### src/verilog/fdc_pkg.sv
// shared constants and carrier types of the floppy controller datapath
`default_nettype none
package fdc_pkg;
  // ****************************************
  // timing
  // ****************************************
  localparam int CORE_HZ = 250_000_000;
  localparam int TICK_HZ = 2_000_000;
  localparam int CORE_PER_TICK = CORE_HZ / TICK_HZ;
  localparam int MOTOR_OFF_S = 12;
  localparam int MOTOR_OFF_TICKS = MOTOR_OFF_S * TICK_HZ;
  localparam int SD_HALF_TICKS = 2;
  localparam int DD_HALF_TICKS = 1;
  // ****************************************
  // address map
  // ****************************************
  localparam logic [5:0] BOARD_BLOCK_DEF = 6'h3A;
  localparam logic [1:0] SUB_PROM = 2'h0;
  localparam logic [1:0] SUB_WRITE = 2'h1;
  localparam logic [1:0] SUB_ORDER = 2'h2;
  localparam logic [1:0] SUB_CMD = 2'h3;
  localparam logic [3:0] DM_A = 4'h1;
  localparam logic [3:0] DM_B = 4'h2;
  localparam logic [3:0] DM_C = 4'h3;
  localparam logic [3:0] DM_READ = 4'h4;
  localparam logic [3:0] CC_CLR_SF = 4'h1;
  localparam logic [3:0] CC_MOTOR = 4'h5;
  localparam logic [3:0] CC_WRITE = 4'h6;
  localparam logic [3:0] CC_RESET = 4'h7;
  localparam logic [4:0] PIN_RST = 5'h01;
  // ****************************************
  // carriers
  // ****************************************
  typedef struct packed {
    logic dd;
    logic ss;
    logic dp;
    logic st;
    logic [3:0] ds;
  } order_s;
  localparam order_s ORDER_RESET = 8'h00;
  typedef struct packed {
    logic hit;
    logic [1:0] sub;
    logic [7:0] low;
  } decode_s;
endpackage
`default_nettype wire

### src/verilog/floppy_ctrl_bus_datapath.sv
// floppy controller bus datapath: decode, write/read shifters, status mux, motor timer
// How it works
// RULE1: the upper address byte goes through the board decode and only a block match responds.
// RULE2: the low address byte of a selected reference carries data or control per the decode.
// RULE3: a write-byte reference loads its low address byte into the write shift register.
// RULE4: a write byte meeting a full write shifter stalls the processor until it empties.
// RULE5: output data is FM coded in single density, MFM in double, with precompensation control.
// RULE6: the read shifter takes the separator data bit on each separator window edge; the code shifts on the rising window edge only.
// RULE7: read references drive the read byte or a status byte onto the input bus.
// RULE8: the double density flag is set whenever double density data is detected.
// RULE9: motors keep running a full timeout after the motor request is released, then stop.
// RULE10: a read of the motor command location alone starts the motors and selects drives; the code only starts the motors, drives come from the order byte.
// RULE11: every motor request restarts the timeout from its full value.
// RULE12: the two bits below the board bits pick bootstrap read, write byte, order or command.
// RULE13: a read-data command waits until the read shifter holds a whole byte.
// RULE14: the mux field picks status A, B, C or read data for the input bus.
// RULE15: sequencing runs on a 2 MHz tick taken from the core clock.
`timescale 1ns/100ps
`default_nettype none
module floppy_ctrl_bus_datapath #(
  parameter logic [5:0] BOARD_BLOCK = fdc_pkg::BOARD_BLOCK_DEF,
  parameter int MOTOR_OFF_TICKS = fdc_pkg::MOTOR_OFF_TICKS
) (
  // clock, reset, enable
  input wire logic i_core_clk,
  input wire logic i_sys_rst,
  input wire logic i_ce,
  // processor bus
  input wire logic [15:0] i_addr,
  input wire logic i_mem_rd,
  input wire logic [7:0] i_boot_data,
  output logic [7:0] o_boot_addr,
  output logic [7:0] o_data_in,
  output logic o_input_bus_drive_n,
  output logic o_processor_ready_line,
  // drive side pins
  input wire logic i_separator_window,
  input wire logic i_separator_bit_value,
  input wire logic i_dd_detect,
  input wire logic i_sector_pulse,
  input wire logic i_motor_on_req_n,
  output logic o_write_pulse,
  output logic o_write_gate,
  output logic o_precomp_enable,
  output logic o_motor_on,
  output logic [3:0] o_drive_select,
  output logic o_side_select,
  output logic o_step_dir,
  output logic o_step,
  output logic o_double_density_flag
);
  localparam int NPIN = 5;
  localparam int TMR_W = $clog2(MOTOR_OFF_TICKS + 1);
  localparam logic [TMR_W-1:0] TMR_FULL = TMR_W'(MOTOR_OFF_TICKS);
  localparam logic [6:0] DIV_END = 7'(fdc_pkg::CORE_PER_TICK - 1);
  localparam logic [1:0] SD_END = 2'(fdc_pkg::SD_HALF_TICKS - 1);
  localparam logic [1:0] DD_END = 2'(fdc_pkg::DD_HALF_TICKS - 1);

  typedef enum logic [1:0] {ST_IDLE, ST_BOOT, ST_WAIT_WR, ST_WAIT_RD} bus_state_e;
  bus_state_e state;
  bus_state_e next_state;

  // ****************************************
  // pin synchronisers
  // ****************************************
  logic [NPIN-1:0] pin_raw;
  logic [NPIN-1:0] s1;
  logic [NPIN-1:0] s2;
  logic [NPIN-1:0] s3;
  logic [NPIN-1:0] pin;
  logic [NPIN-1:0] pin_q;
  assign pin_raw = {i_separator_window, i_separator_bit_value, i_dd_detect, i_sector_pulse,
                    i_motor_on_req_n};
  always_ff @(posedge i_core_clk)
  begin
    if (i_sys_rst)
    begin
      s1 <= fdc_pkg::PIN_RST;
      s2 <= fdc_pkg::PIN_RST;
      s3 <= fdc_pkg::PIN_RST;
      pin_q <= fdc_pkg::PIN_RST;
    end
    else if (i_ce)
    begin
      s1 <= pin_raw;
      s2 <= s1;
      s3 <= s2;
      pin_q <= pin;
    end
  end
  // glitch filter: a change counts only once stages two and three agree
  genvar gi;
  generate
    for (gi = 0; gi < NPIN; gi++)
    begin : g_pin
      always_ff @(posedge i_core_clk)
      begin
        if (i_sys_rst)
          pin[gi] <= fdc_pkg::PIN_RST[gi];
        else if (i_ce && s2[gi] == s3[gi])
          pin[gi] <= s3[gi];
      end
    end
  endgenerate
  wire win_rise = pin[4] & ~pin_q[4];
  wire separator_bit_value = pin[3];
  wire dd_det = pin[2];
  wire sector_rise = pin[1] & ~pin_q[1];
  wire motor_req = ~pin[0];

  // ****************************************
  // 2 MHz sequencing tick
  // ****************************************
  logic [6:0] div_cnt;
  logic tick;
  always_ff @(posedge i_core_clk)
  begin
    if (i_sys_rst)
    begin
      div_cnt <= 7'h00;
      tick <= 1'b0;
    end
    else if (i_ce)
    begin
      div_cnt <= (div_cnt == DIV_END) ? 7'h00 : div_cnt + 7'h01; // [RULE15]
      tick <= (div_cnt == DIV_END); // [RULE15]
    end
  end

  // ****************************************
  // board decode
  // ****************************************
  function automatic fdc_pkg::decode_s board_decode_table(input logic [15:0] a);
    fdc_pkg::decode_s d;
    d.hit = (a[15:10] == BOARD_BLOCK); // [RULE1]
    d.sub = a[9:8]; // [RULE12]
    d.low = a[7:0]; // [RULE2]
    return d;
  endfunction
  fdc_pkg::decode_s dec;
  assign dec = board_decode_table(i_addr);
  logic rd_q;
  wire [5:0] board_select_bits = i_addr[15:10];
  wire acc = i_mem_rd & ~rd_q & (state == ST_IDLE) & dec.hit; // [RULE1]
  wire is_write = acc && dec.sub == fdc_pkg::SUB_WRITE; // [RULE12]
  wire is_order = acc && dec.sub == fdc_pkg::SUB_ORDER; // [RULE12]
  wire is_cmd = acc && dec.sub == fdc_pkg::SUB_CMD; // [RULE12]
  wire [3:0] input_mux_select = dec.low[7:4];
  wire [3:0] cmd_code = dec.low[3:0];
  wire cmd_motor = is_cmd && cmd_code == fdc_pkg::CC_MOTOR; // [RULE10]
  wire cmd_reset = is_cmd && cmd_code == fdc_pkg::CC_RESET;
  wire cmd_clr_sf = is_cmd && cmd_code == fdc_pkg::CC_CLR_SF;
  wire cmd_write = is_cmd && cmd_code == fdc_pkg::CC_WRITE;
  wire cmd_read = is_cmd && input_mux_select == fdc_pkg::DM_READ;

  // ****************************************
  // status and flags
  // ****************************************
  logic sector_flag;
  logic double_density_flag;
  logic motor_on;
  logic write_active;
  fdc_pkg::order_s order;
  logic [TMR_W-1:0] timer;
  wire [7:0] status_a = {sector_flag, 1'b0, double_density_flag, motor_on, 4'h0};
  wire [7:0] status_b = {sector_flag, 1'b0, double_density_flag, motor_on, write_active, 3'h0};
  wire [7:0] status_c = {sector_flag, 1'b0, double_density_flag, motor_on, 4'h0};
  wire mux_drive = input_mux_select == fdc_pkg::DM_A || input_mux_select == fdc_pkg::DM_B
                   || input_mux_select == fdc_pkg::DM_C;
  wire [7:0] mux_data = (input_mux_select == fdc_pkg::DM_A) ? status_a : // [RULE14]
                        (input_mux_select == fdc_pkg::DM_B) ? status_b :
                        (input_mux_select == fdc_pkg::DM_C) ? status_c : 8'h00;
  always_ff @(posedge i_core_clk)
  begin
    if (i_sys_rst)
    begin
      sector_flag <= 1'b0;
      double_density_flag <= 1'b0;
      write_active <= 1'b0;
      order <= fdc_pkg::ORDER_RESET;
    end
    else if (i_ce)
    begin
      // set wins over clear
      if (sector_rise)
        sector_flag <= 1'b1;
      else if (cmd_clr_sf || cmd_reset)
        sector_flag <= 1'b0;
      if (dd_det)
        double_density_flag <= 1'b1; // [RULE8]
      else if (cmd_reset)
        double_density_flag <= 1'b0;
      if (cmd_write)
        write_active <= 1'b1;
      else if (sector_rise || cmd_reset)
        write_active <= 1'b0;
      if (cmd_reset)
        order <= fdc_pkg::ORDER_RESET;
      else if (is_order)
        order <= fdc_pkg::order_s'(dec.low); // [RULE2] [RULE10]
    end
  end
  assign o_drive_select = order.ds;
  assign o_side_select = order.ss;
  assign o_step_dir = order.dp;
  assign o_step = order.st;
  assign o_double_density_flag = double_density_flag;
  assign o_motor_on = motor_on;

  // ****************************************
  // motor timeout, counted in 2 MHz ticks
  // ****************************************
  always_ff @(posedge i_core_clk)
  begin
    if (i_sys_rst)
    begin
      motor_on <= 1'b0;
      timer <= '0;
    end
    else if (i_ce)
    begin
      if (cmd_reset)
      begin
        motor_on <= 1'b0;
        timer <= '0;
      end
      else if (motor_req || cmd_motor)
      begin
        motor_on <= 1'b1; // [RULE10]
        timer <= TMR_FULL; // [RULE11]
      end
      else if (tick && motor_on)
      begin
        if (timer == '0)
          motor_on <= 1'b0; // [RULE9]
        else
          timer <= timer - 1'b1; // [RULE9]
      end
    end
  end

  // ****************************************
  // write shifter and encoder
  // ****************************************
  logic [7:0] wsr;
  logic [7:0] wr_pend;
  logic [2:0] wsr_cnt;
  logic wsr_full;
  logic [1:0] half_cnt;
  logic phase;
  logic cur_bit;
  wire wsr_load = !wsr_full && (is_write || state == ST_WAIT_WR); // [RULE4]
  wire [7:0] load_byte = is_write ? dec.low : wr_pend; // [RULE3]
  wire [1:0] half_end = order.dd ? DD_END : SD_END;
  wire half_done = write_active && tick && half_cnt == half_end;
  wire bit_edge = half_done && phase;
  // an empty shifter feeds zeros, so the gap stays a clean zero stream
  wire next_bit = wsr_full & wsr[7];
  always_ff @(posedge i_core_clk)
  begin
    if (i_sys_rst)
    begin
      wsr <= 8'h00;
      wr_pend <= 8'h00;
      wsr_cnt <= 3'h0;
      wsr_full <= 1'b0;
      half_cnt <= 2'h0;
      phase <= 1'b1;
      cur_bit <= 1'b0;
      o_write_pulse <= 1'b0;
      o_write_gate <= 1'b0;
      o_precomp_enable <= 1'b0;
    end
    else if (i_ce)
    begin
      o_write_pulse <= 1'b0;
      o_write_gate <= write_active;
      o_precomp_enable <= write_active & order.dp; // [RULE5]
      if (is_write)
        wr_pend <= dec.low;
      if (wsr_load)
      begin
        wsr <= load_byte; // [RULE3]
        wsr_full <= 1'b1;
        wsr_cnt <= 3'h0;
      end
      else if (bit_edge && wsr_full)
      begin
        wsr <= {wsr[6:0], 1'b0};
        wsr_cnt <= wsr_cnt + 3'h1;
        wsr_full <= (wsr_cnt != 3'h7);
      end
      if (!write_active)
      begin
        half_cnt <= 2'h0;
        phase <= 1'b1;
      end
      else if (tick)
        half_cnt <= half_done ? 2'h0 : half_cnt + 2'h1;
      if (half_done)
      begin
        phase <= ~phase;
        if (phase)
        begin
          cur_bit <= next_bit;
          // FM clocks every cell; MFM only between two zeros
          o_write_pulse <= order.dd ? (~cur_bit & ~next_bit) : 1'b1; // [RULE5]
        end
        else
          o_write_pulse <= cur_bit; // [RULE5]
      end
    end
  end

  // ****************************************
  // read shifter
  // ****************************************
  logic [7:0] rsr;
  logic [7:0] rd_byte;
  logic [2:0] rcnt;
  logic rd_full;
  wire rd_take = (cmd_read || state == ST_WAIT_RD) && rd_full;
  always_ff @(posedge i_core_clk)
  begin
    if (i_sys_rst)
    begin
      rsr <= 8'h00;
      rd_byte <= 8'h00;
      rcnt <= 3'h0;
      rd_full <= 1'b0;
    end
    else if (i_ce)
    begin
      if (win_rise)
      begin
        rsr <= {rsr[6:0], separator_bit_value}; // [RULE6]
        rcnt <= rcnt + 3'h1;
        if (rcnt == 3'h7)
          rd_byte <= {rsr[6:0], separator_bit_value};
      end
      if (win_rise && rcnt == 3'h7)
        rd_full <= 1'b1;
      else if (rd_take)
        rd_full <= 1'b0;
    end
  end

  // ****************************************
  // processor handshake
  // ****************************************
  logic next_ready;
  logic next_drive;
  logic [7:0] next_data;
  always_comb
  begin
    next_state = state;
    next_ready = 1'b0;
    next_drive = 1'b0;
    next_data = o_data_in;
    case (state)
      ST_IDLE:
        if (acc)
        begin
          if (dec.sub == fdc_pkg::SUB_PROM)
            next_state = ST_BOOT;
          else if (dec.sub == fdc_pkg::SUB_WRITE && wsr_full)
            next_state = ST_WAIT_WR; // [RULE4]
          else if (cmd_read && !rd_full)
            next_state = ST_WAIT_RD; // [RULE13]
          else
          begin
            next_ready = 1'b1;
            next_drive = cmd_read || (is_cmd && mux_drive); // [RULE7]
            next_data = cmd_read ? rd_byte : mux_data; // [RULE7] [RULE14]
          end
        end
      ST_BOOT:
      begin
        next_state = ST_IDLE;
        next_ready = 1'b1;
        next_drive = 1'b1;
        next_data = i_boot_data;
      end
      ST_WAIT_WR:
        if (!wsr_full)
        begin
          next_state = ST_IDLE;
          next_ready = 1'b1;
        end
      ST_WAIT_RD:
        if (rd_full)
        begin
          next_state = ST_IDLE;
          next_ready = 1'b1;
          next_drive = 1'b1;
          next_data = rd_byte; // [RULE13]
        end
      default:
        next_state = ST_IDLE;
    endcase
  end
  always_ff @(posedge i_core_clk)
  begin
    if (i_sys_rst)
    begin
      state <= ST_IDLE;
      rd_q <= 1'b0;
      o_processor_ready_line <= 1'b0;
      o_input_bus_drive_n <= 1'b1;
      o_data_in <= 8'h00;
      o_boot_addr <= 8'h00;
    end
    else if (i_ce)
    begin
      state <= next_state;
      rd_q <= i_mem_rd;
      o_processor_ready_line <= next_ready;
      o_input_bus_drive_n <= ~next_drive;
      o_data_in <= next_data;
      if (acc && dec.sub == fdc_pkg::SUB_PROM)
        o_boot_addr <= dec.low;
    end
  end
endmodule
`default_nettype wire
### config.mk
export PLATFORM = sky130hd
export DESIGN_NAME = floppy_ctrl_bus_datapath
export DESIGN_NICKNAME = d
export VERILOG_FILES = /design/src/verilog/fdc_pkg.sv /design/src/verilog/floppy_ctrl_bus_datapath.sv
export SDC_FILE = /design/constraint.sdc
export NUM_CORES = 1
export LEC_CHECK = 0
export BUFFER_PORTS_ARGS = -buffer_cell sky130_fd_sc_hd__buf_2
export CORE_ASPECT_RATIO = 1.2
export CORE_MARGIN = 4
export CORE_UTILIZATION = 51
export CTS_BUF_LIST = sky130_fd_sc_hd__clkbuf_2 sky130_fd_sc_hd__clkbuf_4 sky130_fd_sc_hd__clkbuf_8
export DETAILED_ROUTE_END_ITERATION = 7
export GPL_ROUTABILITY_DRIVEN = 0
export PLACE_DENSITY = 0.71
export SLEW_MARGIN = 20
export SYNTH_ARGS = -nofsm -noshare
export SYNTH_HDL_FRONTEND = slang
export SYNTH_SLANG_ARGS = --single-unit
export TNS_END_PERCENT = 30
### constraint.sdc
create_clock -name i_core_clk -period 3 [get_ports i_core_clk]
set_clock_uncertainty 0.1 [all_clocks]
set_input_delay 0.3 -clock i_core_clk [delete_from_list [all_inputs] [get_ports i_core_clk]]
set_output_delay 0.3 -clock i_core_clk [all_outputs]
set_load 0.05 [all_outputs]
==> results.md, run 1 <==
* Run status: complete, no violations
* Relative slew slack at 0.365
* First-pass DRT Iterations at 5
* Most used DFF post-synth: dfxtp_1
* Postcts setup bufs at 0
* Minimum clock period at 2760 ps
* MaxCap Viol Count at 0
* RSZ-0062 raised after global routing: no
* Max-slew violation count at 0
* Longest Clk Path Bufs at 2
* Setup ws final at 242 ps
* Final setup vio count at 0
* Number of register bits inferred by synthesis at 134
* Ys Warns at 0
* Cell Chain, Critical Path: or4_4 -> nor4_2 -> a211o_2 -> nand2_1 -> a311oi_1
* 1st-iter DRT viols at 552
* Post-route ant nets at 0
* Seq/Total Area, Yosys at 0.419
* I/O pin cnt at 63
* Worst setup EP type: flop
* EDFF count, synth at 0
* Reg2Reg Setup Slack at 240 ps
* Kind of critical path: flop to flop
* WP data required at 3240 ps
* Via/cell ratio at 5.97
* Mapped Cells at 756
* Dpl cell area at 0.00681 mm2
* Initial antenna violation count at 0
* Clk sinks at 134
* Critical path depth in cells at 5
* Synth unique cells at 72
* Slowest cell on crit path: or4_4
* Cell area after layout at 0.00730 mm2
* Num CTS Buffers at 17
* Overflow after GRT at 0
* Share of layout cells above drive strength 1 at 0.166
* Launch point of the worst path: timer[11]
* Routed len/inst at 16.4 um
* Num rows at 44
* Crit path max-delay family: simple AND/OR/NAND/NOR gates
* Die Area at 0.0144 mm2
* Worst VDD drop at 362 uV
* Global Route Usage Sum at 0.232
* Height of the chip at 131 um
* Placement Setup Slack at 319 ps
* Diode count at 0
* Clock Latency Late Sink at 440 ps
* Pwr/cell area at 492 mW/mm2
* Nets at 844
* Setup TNS at 0 ps
* Clk root buf: clkbuf_8
* Leak at 2.90 nW
* Tot Pwr at 3.59 mW
* First-pass GRT wire length at 26500 um
* H-Tree Depth at 4
* Worst Hold Class: input port to flop
* Starting Density at 0.524
* Tcrit/Tclk final at 0.919
* Reg2Reg Depth at 5
* Largest net degree at the start of global routing at 65
* # port buffers at 62
* Vias in the first global route at 5548
* End of the critical path: timer[8]
* Syn nets at 797
* Critical path fanouts, max at 25
* Die Width at 110 um
* Cell Area, Synth at 0.00641 mm2
* Core Util, Final at 0.597
* Async SR Flop Fraction at 0
* Worst EP arrival at 3000 ps
* Post-DP HPWL at 11300 um
* Post-Route WL at 16000 um
* Tightest Pin Transition at 952 ps
* Residual DRC count at 0
* WP buf/inv at 0
* CP peak stage delay at 620 ps
* Clock-pin slew on the worst setup and hold paths at 70 ps
* F_max at 363 MHz
* Via count at 5824
* Hold path start: i_mem_rd
* Area grow syn2layout at 13.9%
* CTS tree: built
* Reg-to-Reg End: timer[8]
* Core Area at 0.0122 mm2
* Crit path launch type: flop
* Final Hold Vio Count at 0
* Reg-to-Reg Start: timer[11]
* Mapped Avg Cell Area at 8.48 um2
-- worst reg2reg max path, cell delays in order, from the launching register on --
cell,delay [ps]
dfxtp_1,380
or4_4,620
nor4_2,490
a211o_2,530
nand2_1,220
a311oi_1,320
-- stage by stage --
step                      hold slack, ps  cells
after global routing                3.71    976
after CTS                           4.26    976
after global placement               345    940
after floorplan                      328    756
after detailed placement             348    940
final                               24.2    976
-- how the worst min path moves through the flow --
stage | endpoint | cells after the start
2_1_floorplan | s1[0] | 2
3_3_place_gp | timer[22] | 2
3_5_place_dp | o_drive_select[3] | 2
4_1_cts | rd_q | 3
5_1_grt | rd_q | 3
6_report | rd_q | 3
-- synth_stat cells (all sizes together), types with 3 or more instances --
library cell / number / area share
a211o: 3 / 0.0043
a211oi: 19 / 0.022
a21o: 3 / 0.0035
a21oi: 74 / 0.058
a222oi: 3 / 0.0047
a22o: 7 / 0.0096
a22oi: 12 / 0.014
a2bb2oi: 3 / 0.0041
a311oi: 4 / 0.0055
a31oi: 10 / 0.0098
and2: 6 / 0.0059
and3: 4 / 0.0039
buf: 15 / 0.013
clkbuf: 40 / 0.023
dfxtp: 134 / 0.42
ha: 8 / 0.016
inv: 12 / 0.0070
mux2: 4 / 0.0070
mux2i: 39 / 0.061
nand2: 100 / 0.059
nand2b: 5 / 0.0049
nand3: 22 / 0.017
nand3b: 7 / 0.0082
nand4: 7 / 0.0068
nand4b: 4 / 0.0055
nor2: 70 / 0.041
nor2b: 12 / 0.012
nor3: 20 / 0.016
nor4: 9 / 0.016
o21a: 4 / 0.0047
o21ai: 20 / 0.016
o31ai: 4 / 0.0068
o32ai: 8 / 0.011
or2: 3 / 0.0029
or3: 9 / 0.0088
or3b: 3 / 0.0041
or4: 9 / 0.012
or4b: 3 / 0.0047
xnor2: 5 / 0.0068
xor2: 5 / 0.0068
-- placed cells by master, fill, tap and decap left out, types with 4 or more instances in the layout --
cell type | Yosys | routed
or4_1 | 7 | 7
inv_1 | 12 | 12
nand3b_1 | 7 | 7
a21oi_1 | 74 | 74
a211oi_1 | 19 | 19
dlygate4sd3_1 | 0 | 5
o32ai_1 | 8 | 8
nor2b_1 | 12 | 12
o21a_1 | 4 | 4
ha_1 | 8 | 8
buf_4 | 4 | 17
nor4_1 | 4 | 4
nand2b_1 | 5 | 5
nand4_1 | 7 | 7
mux2_2 | 4 | 4
buf_2 | 8 | 61
xnor2_1 | 5 | 5
a311oi_1 | 4 | 4
a31oi_1 | 10 | 10
or3_1 | 9 | 9
mux2i_1 | 39 | 39
nand4b_1 | 4 | 4
nor3_1 | 19 | 18
a22oi_1 | 12 | 12
nand3_1 | 22 | 22
and2_1 | 4 | 4
nand2_1 | 100 | 100
xor2_1 | 5 | 5
clkbuf_8 | 0 | 21
nor2_1 | 70 | 70
o21ai_0 | 19 | 18
a22o_1 | 7 | 7
and3_1 | 4 | 4
dfxtp_1 | 134 | 134
-- layer usage --
layer  wire, um  vias to the layer above  track usage
met4        495                        0        0.104
met3        980                       42       0.0585
met5          0                        -            0
met1       6560                     2735        0.275
li1           -                     2838            -
met2       8010                      209        0.394
-- logic make-up after synthesis --
| family | count (synthesis) | share of synthesized area |
|---|---|---|
| AO/OA/AOI/OAI | 193 | 0.201 |
| XOR/XNOR | 10 | 0.0137 |
| adder cells (fa/ha/maj) | 8 | 0.0156 |
| buffers and inverters | 68 | 0.0437 |
| flip-flops | 134 | 0.419 |
| multiplexers | 43 | 0.0679 |
| AND/OR/NAND/NOR | 300 | 0.240 |
-- flip-flops by register name, indices dropped and copies added, names as in the netlist, 7 cells and up --
| signal | cells |
|---|---|
| div_cnt | 7 |
| o_boot_addr | 8 |
| o_data_in | 8 |
| rd_byte | 8 |
| rsr | 7 |
| timer | 25 |
| wr_pend | 8 |
| wsr | 8 |
-- area by class of cell --
cell class,instances,area [um2]
Clock buffer,24,312
Fill cell,1139,4920
Clock inverter,7,119
Inverter,13,48.8
Tap cell,161,201
Sequential cell,134,2680
Multi-Input combinational cell,554,3450
Timing Repair Buffer,83,483
-- where the power goes --
group	internal, mW	total (mW)	switching (mW)
Clock	0.935	1.60	0.667
Sequential	1.79	1.80	0.0104
Combinational	0.0647	0.189	0.124
Total	2.79	3.59	0.802
-- repair_timing --
action / 4_1_cts / 5_1_grt
hold endpoints to repair: 5 / 0
gates resized for setup: 0 / 0
hold buffers: 5 / 0
(Power assumes the default switching activity.)
==> run 2: changes to the inputs <==
Settings changed: CORE_ASPECT_RATIO 1.2 to unset.
==> run 2 against run 1 <==
Global-route usage grew 0.64 points. Sequential power about the same. Largest power group unchanged. Combinational power grew 2%. First-iteration DRC count shrank 1.4%. Clock power fell by 5%. Worst setup slack better by 110 ps.
==> results.md, run 2 (synthesis gave the netlist of run 1 again) <==
* Core Area at 0.0122 mm2 (-0.49%)
* Filler instances at 1079 (-5.3%)
* Area grow syn2layout at 14.6%
* Dpl cell area at 0.00687 mm2 (+0.90%)
* Max reg flops at 25 (unchanged)
* Worst VDD drop at 569 uV (+57%)
* CTS tree: built
* F_max at 377 MHz (+4.0%)
* Tightest Pin Transition at 790 ps (-162 ps)
* Hold path start: i_addr[3]
* Critical path fanouts, max at 25 (unchanged)
* Reg-to-Reg End: timer[11]
* Run status: complete, no violations
* Worst Hold Depth at 3 (unchanged)
* Setup TNS at 0 ps (unchanged)
* # port buffers at 62 (unchanged)
* Num CTS Buffers at 17 (unchanged)
* Clock Latency Late Sink at 450 ps (about the same)
* Initial antenna violation count at 0 (unchanged)
* Post-Route WL at 17000 um (+6.1%)
* Relative slew slack at 0.473 (+0.107)
* Max-slew violation count at 0 (unchanged)
* Worst Hold Class: input port to flop
* Leak at 2.92 nW (+0.87%)
* Starting Density at 0.527 (+0.00259)
* Reg-to-Reg Start: timer[0]
* Nets at 852 (+0.95%)
* I/O pin cnt at 63 (unchanged)
* Post-CTS Resized at 0 (unchanged)
* Largest Register: timer
* Register area at 0.00268 mm2 (unchanged)
* Reg2Reg Depth at 7 (+2)
* Die Width at 120 um (+8.9%)
* Share of layout cells above drive strength 1 at 0.175 (+0.00911)
* Kind of critical path: flop to flop
* Cell area after layout at 0.00735 mm2 (+0.65%)
* Via count at 6000 (+3.0%)
* RSZ-0062 raised after global routing: no
* Clk sinks at 134 (unchanged)
* Overflow after GRT at 0 (unchanged)
* Final Hold Vio Count at 0 (unchanged)
* H-Tree Depth at 4 (unchanged)
* Met2 wire length at 8140 um (+1.7%)
* Minimum clock period at 2650 ps (-106 ps)
* Max layer used: met4
* Diode count at 0 (unchanged)
* Met3 wire len at 943 um (-3.8%)
* Residual DRC count at 0 (unchanged)
* Post-DP HPWL at 11900 um (+5.2%)
* Pwr/cell area at 479 mW/mm2 (-2.7%)
* Clock-pin slew on the worst setup and hold paths at 80 ps (about the same)
* Commonest non-fill, non-tap cells in the layout: dfxtp_1, nand2_1, a21oi_1
* Vias in the first global route at 5733 (+3.3%)
* Num rows at 40 (-9.1%)
* Final hold slack at 90.3 ps (+66.2 ps)
* WP data required at 3250 ps (about the same)
* 1st-iter DRT viols at 544 (-1.4%)
* Largest net degree at the start of global routing at 65 (unchanged)
* Die Area at 0.0144 mm2 (about the same)
* Via/cell ratio at 6.05 (+1.4%)
* Tcrit/Tclk final at 0.884 (-0.0352)
* Cell Chain, Critical Path: inv_1 -> ha_1 -> or4b_2 -> nor4_2 -> a211o_2 -> nand2_1 -> a311oi_1
* Slowest cell on crit path: or4b_2
* WP buf/inv at 1 (+1)
* Reg2Reg Setup Slack at 350 ps (+110 ps)
* Routed len/inst at 17.2 um (+4.4%)
* Crit path launch type: flop
* CP peak stage delay at 610 ps (about the same)
* Worst setup EP type: flop
* Hold EP: o_drive_select[3]
* First-pass GRT wire length at 27900 um (+5.5%)
* Crit path max-delay family: simple AND/OR/NAND/NOR gates
* Postcts setup bufs at 0 (unchanged)
* MaxCap Viol Count at 0 (unchanged)
* Commonest non-fill, non-tap cell in the layout: dfxtp_1
* Post-route ant nets at 0 (unchanged)
* Met1 Routed Length at 7350 um (+12%)
* First-pass DRT Iterations at 5 (unchanged)
* Longest Clk Path Bufs at 2 (unchanged)
* Height of the chip at 120 um (-8.2%)
* Multi-input gate area in the final layout at 0.00346 mm2 (+0.11%)
* Clk root buf: clkbuf_8
* Final setup vio count at 0 (unchanged)
* Worst EP arrival at 2900 ps (-100 ps)
* Global Route Usage Sum at 0.238 (+0.00641)
run 2: changes by cell type in the layout (fill, tap and decap cells not counted):
| cell | previous run | this run |
|---|---|---|
| clkinvlp_4 | 2 | 3 |
| a21oi_1 | 74 | 73 |
| clkbuf_8 | 21 | 19 |
| clkinv_2 | 1 | 2 |
| inv_6 | 0 | 2 |
| buf_4 | 17 | 24 |
| bufinv_16 | 3 | 2 |
| dlygate4sd3_1 | 5 | 6 |
| a21oi_2 | 0 | 1 |
run 2: how the worst max path moves through the flow:
stage / start / end / slack (ps) / depth (start not counted)
4_1_cts: timer[0] / timer[11] / 390 / 7
2_1_floorplan: timer[0] / timer[24] / 730 / 7
6_report: timer[0] / timer[11] / 350 / 7
5_1_grt: timer[0] / timer[11] / 100 / 7
3_3_place_gp: i_addr[12] / o_data_in[0] / 510 / 7
3_5_place_dp: timer[0] / timer[4] / 400 / 7
run 2: timing repair:
item	CTS	global route
endpoints found under the setup margin	0	0
endpoints found under the hold margin	6	0
hold buffers	6	0
run 2: per-stage QoR:
step / utilization / worst slack [ps] / std cells / power (mW)
floorplan: - / 729 / 756 / 1.96
global placement: 0.565 / 512 / 954 / 2.02
detailed placement: 0.565 / 404 / 954 / 2.03
CTS: 0.603 / 389 / 992 / 3.54
global route: 0.604 / 98.0 / 992 / 3.65
finish: 0.604 / 348 / 992 / 3.52
run 2: area by class of cell:
type / count / share of cell area
well taps: 168 / 0.0286
inverters: 13 / 0.00664
multi-input cells: 554 / 0.470
flip-flops and latches: 134 / 0.365
repair buffers: 91 / 0.0743
clock buffers: 22 / 0.0387
clock inverters: 10 / 0.0162
run 2: layer usage:
layer	GRT usage	vias to the layer above
met5	0	-
li1	-	2857
met4	0.119	0
met1	0.300	2876
met3	0.0627	55
met2	0.377	212
run 2: tightest hold or removal path, cell delays in order:
cell	delay [ps]
buf_2	160
nand2_1	70
a21oi_1	50
run 2: report_power, final:
group | switching, mW | internal, mW
registers | 0.0104 | 1.79
logic | 0.127 | 0.0665
clock network | 0.711 | 0.813
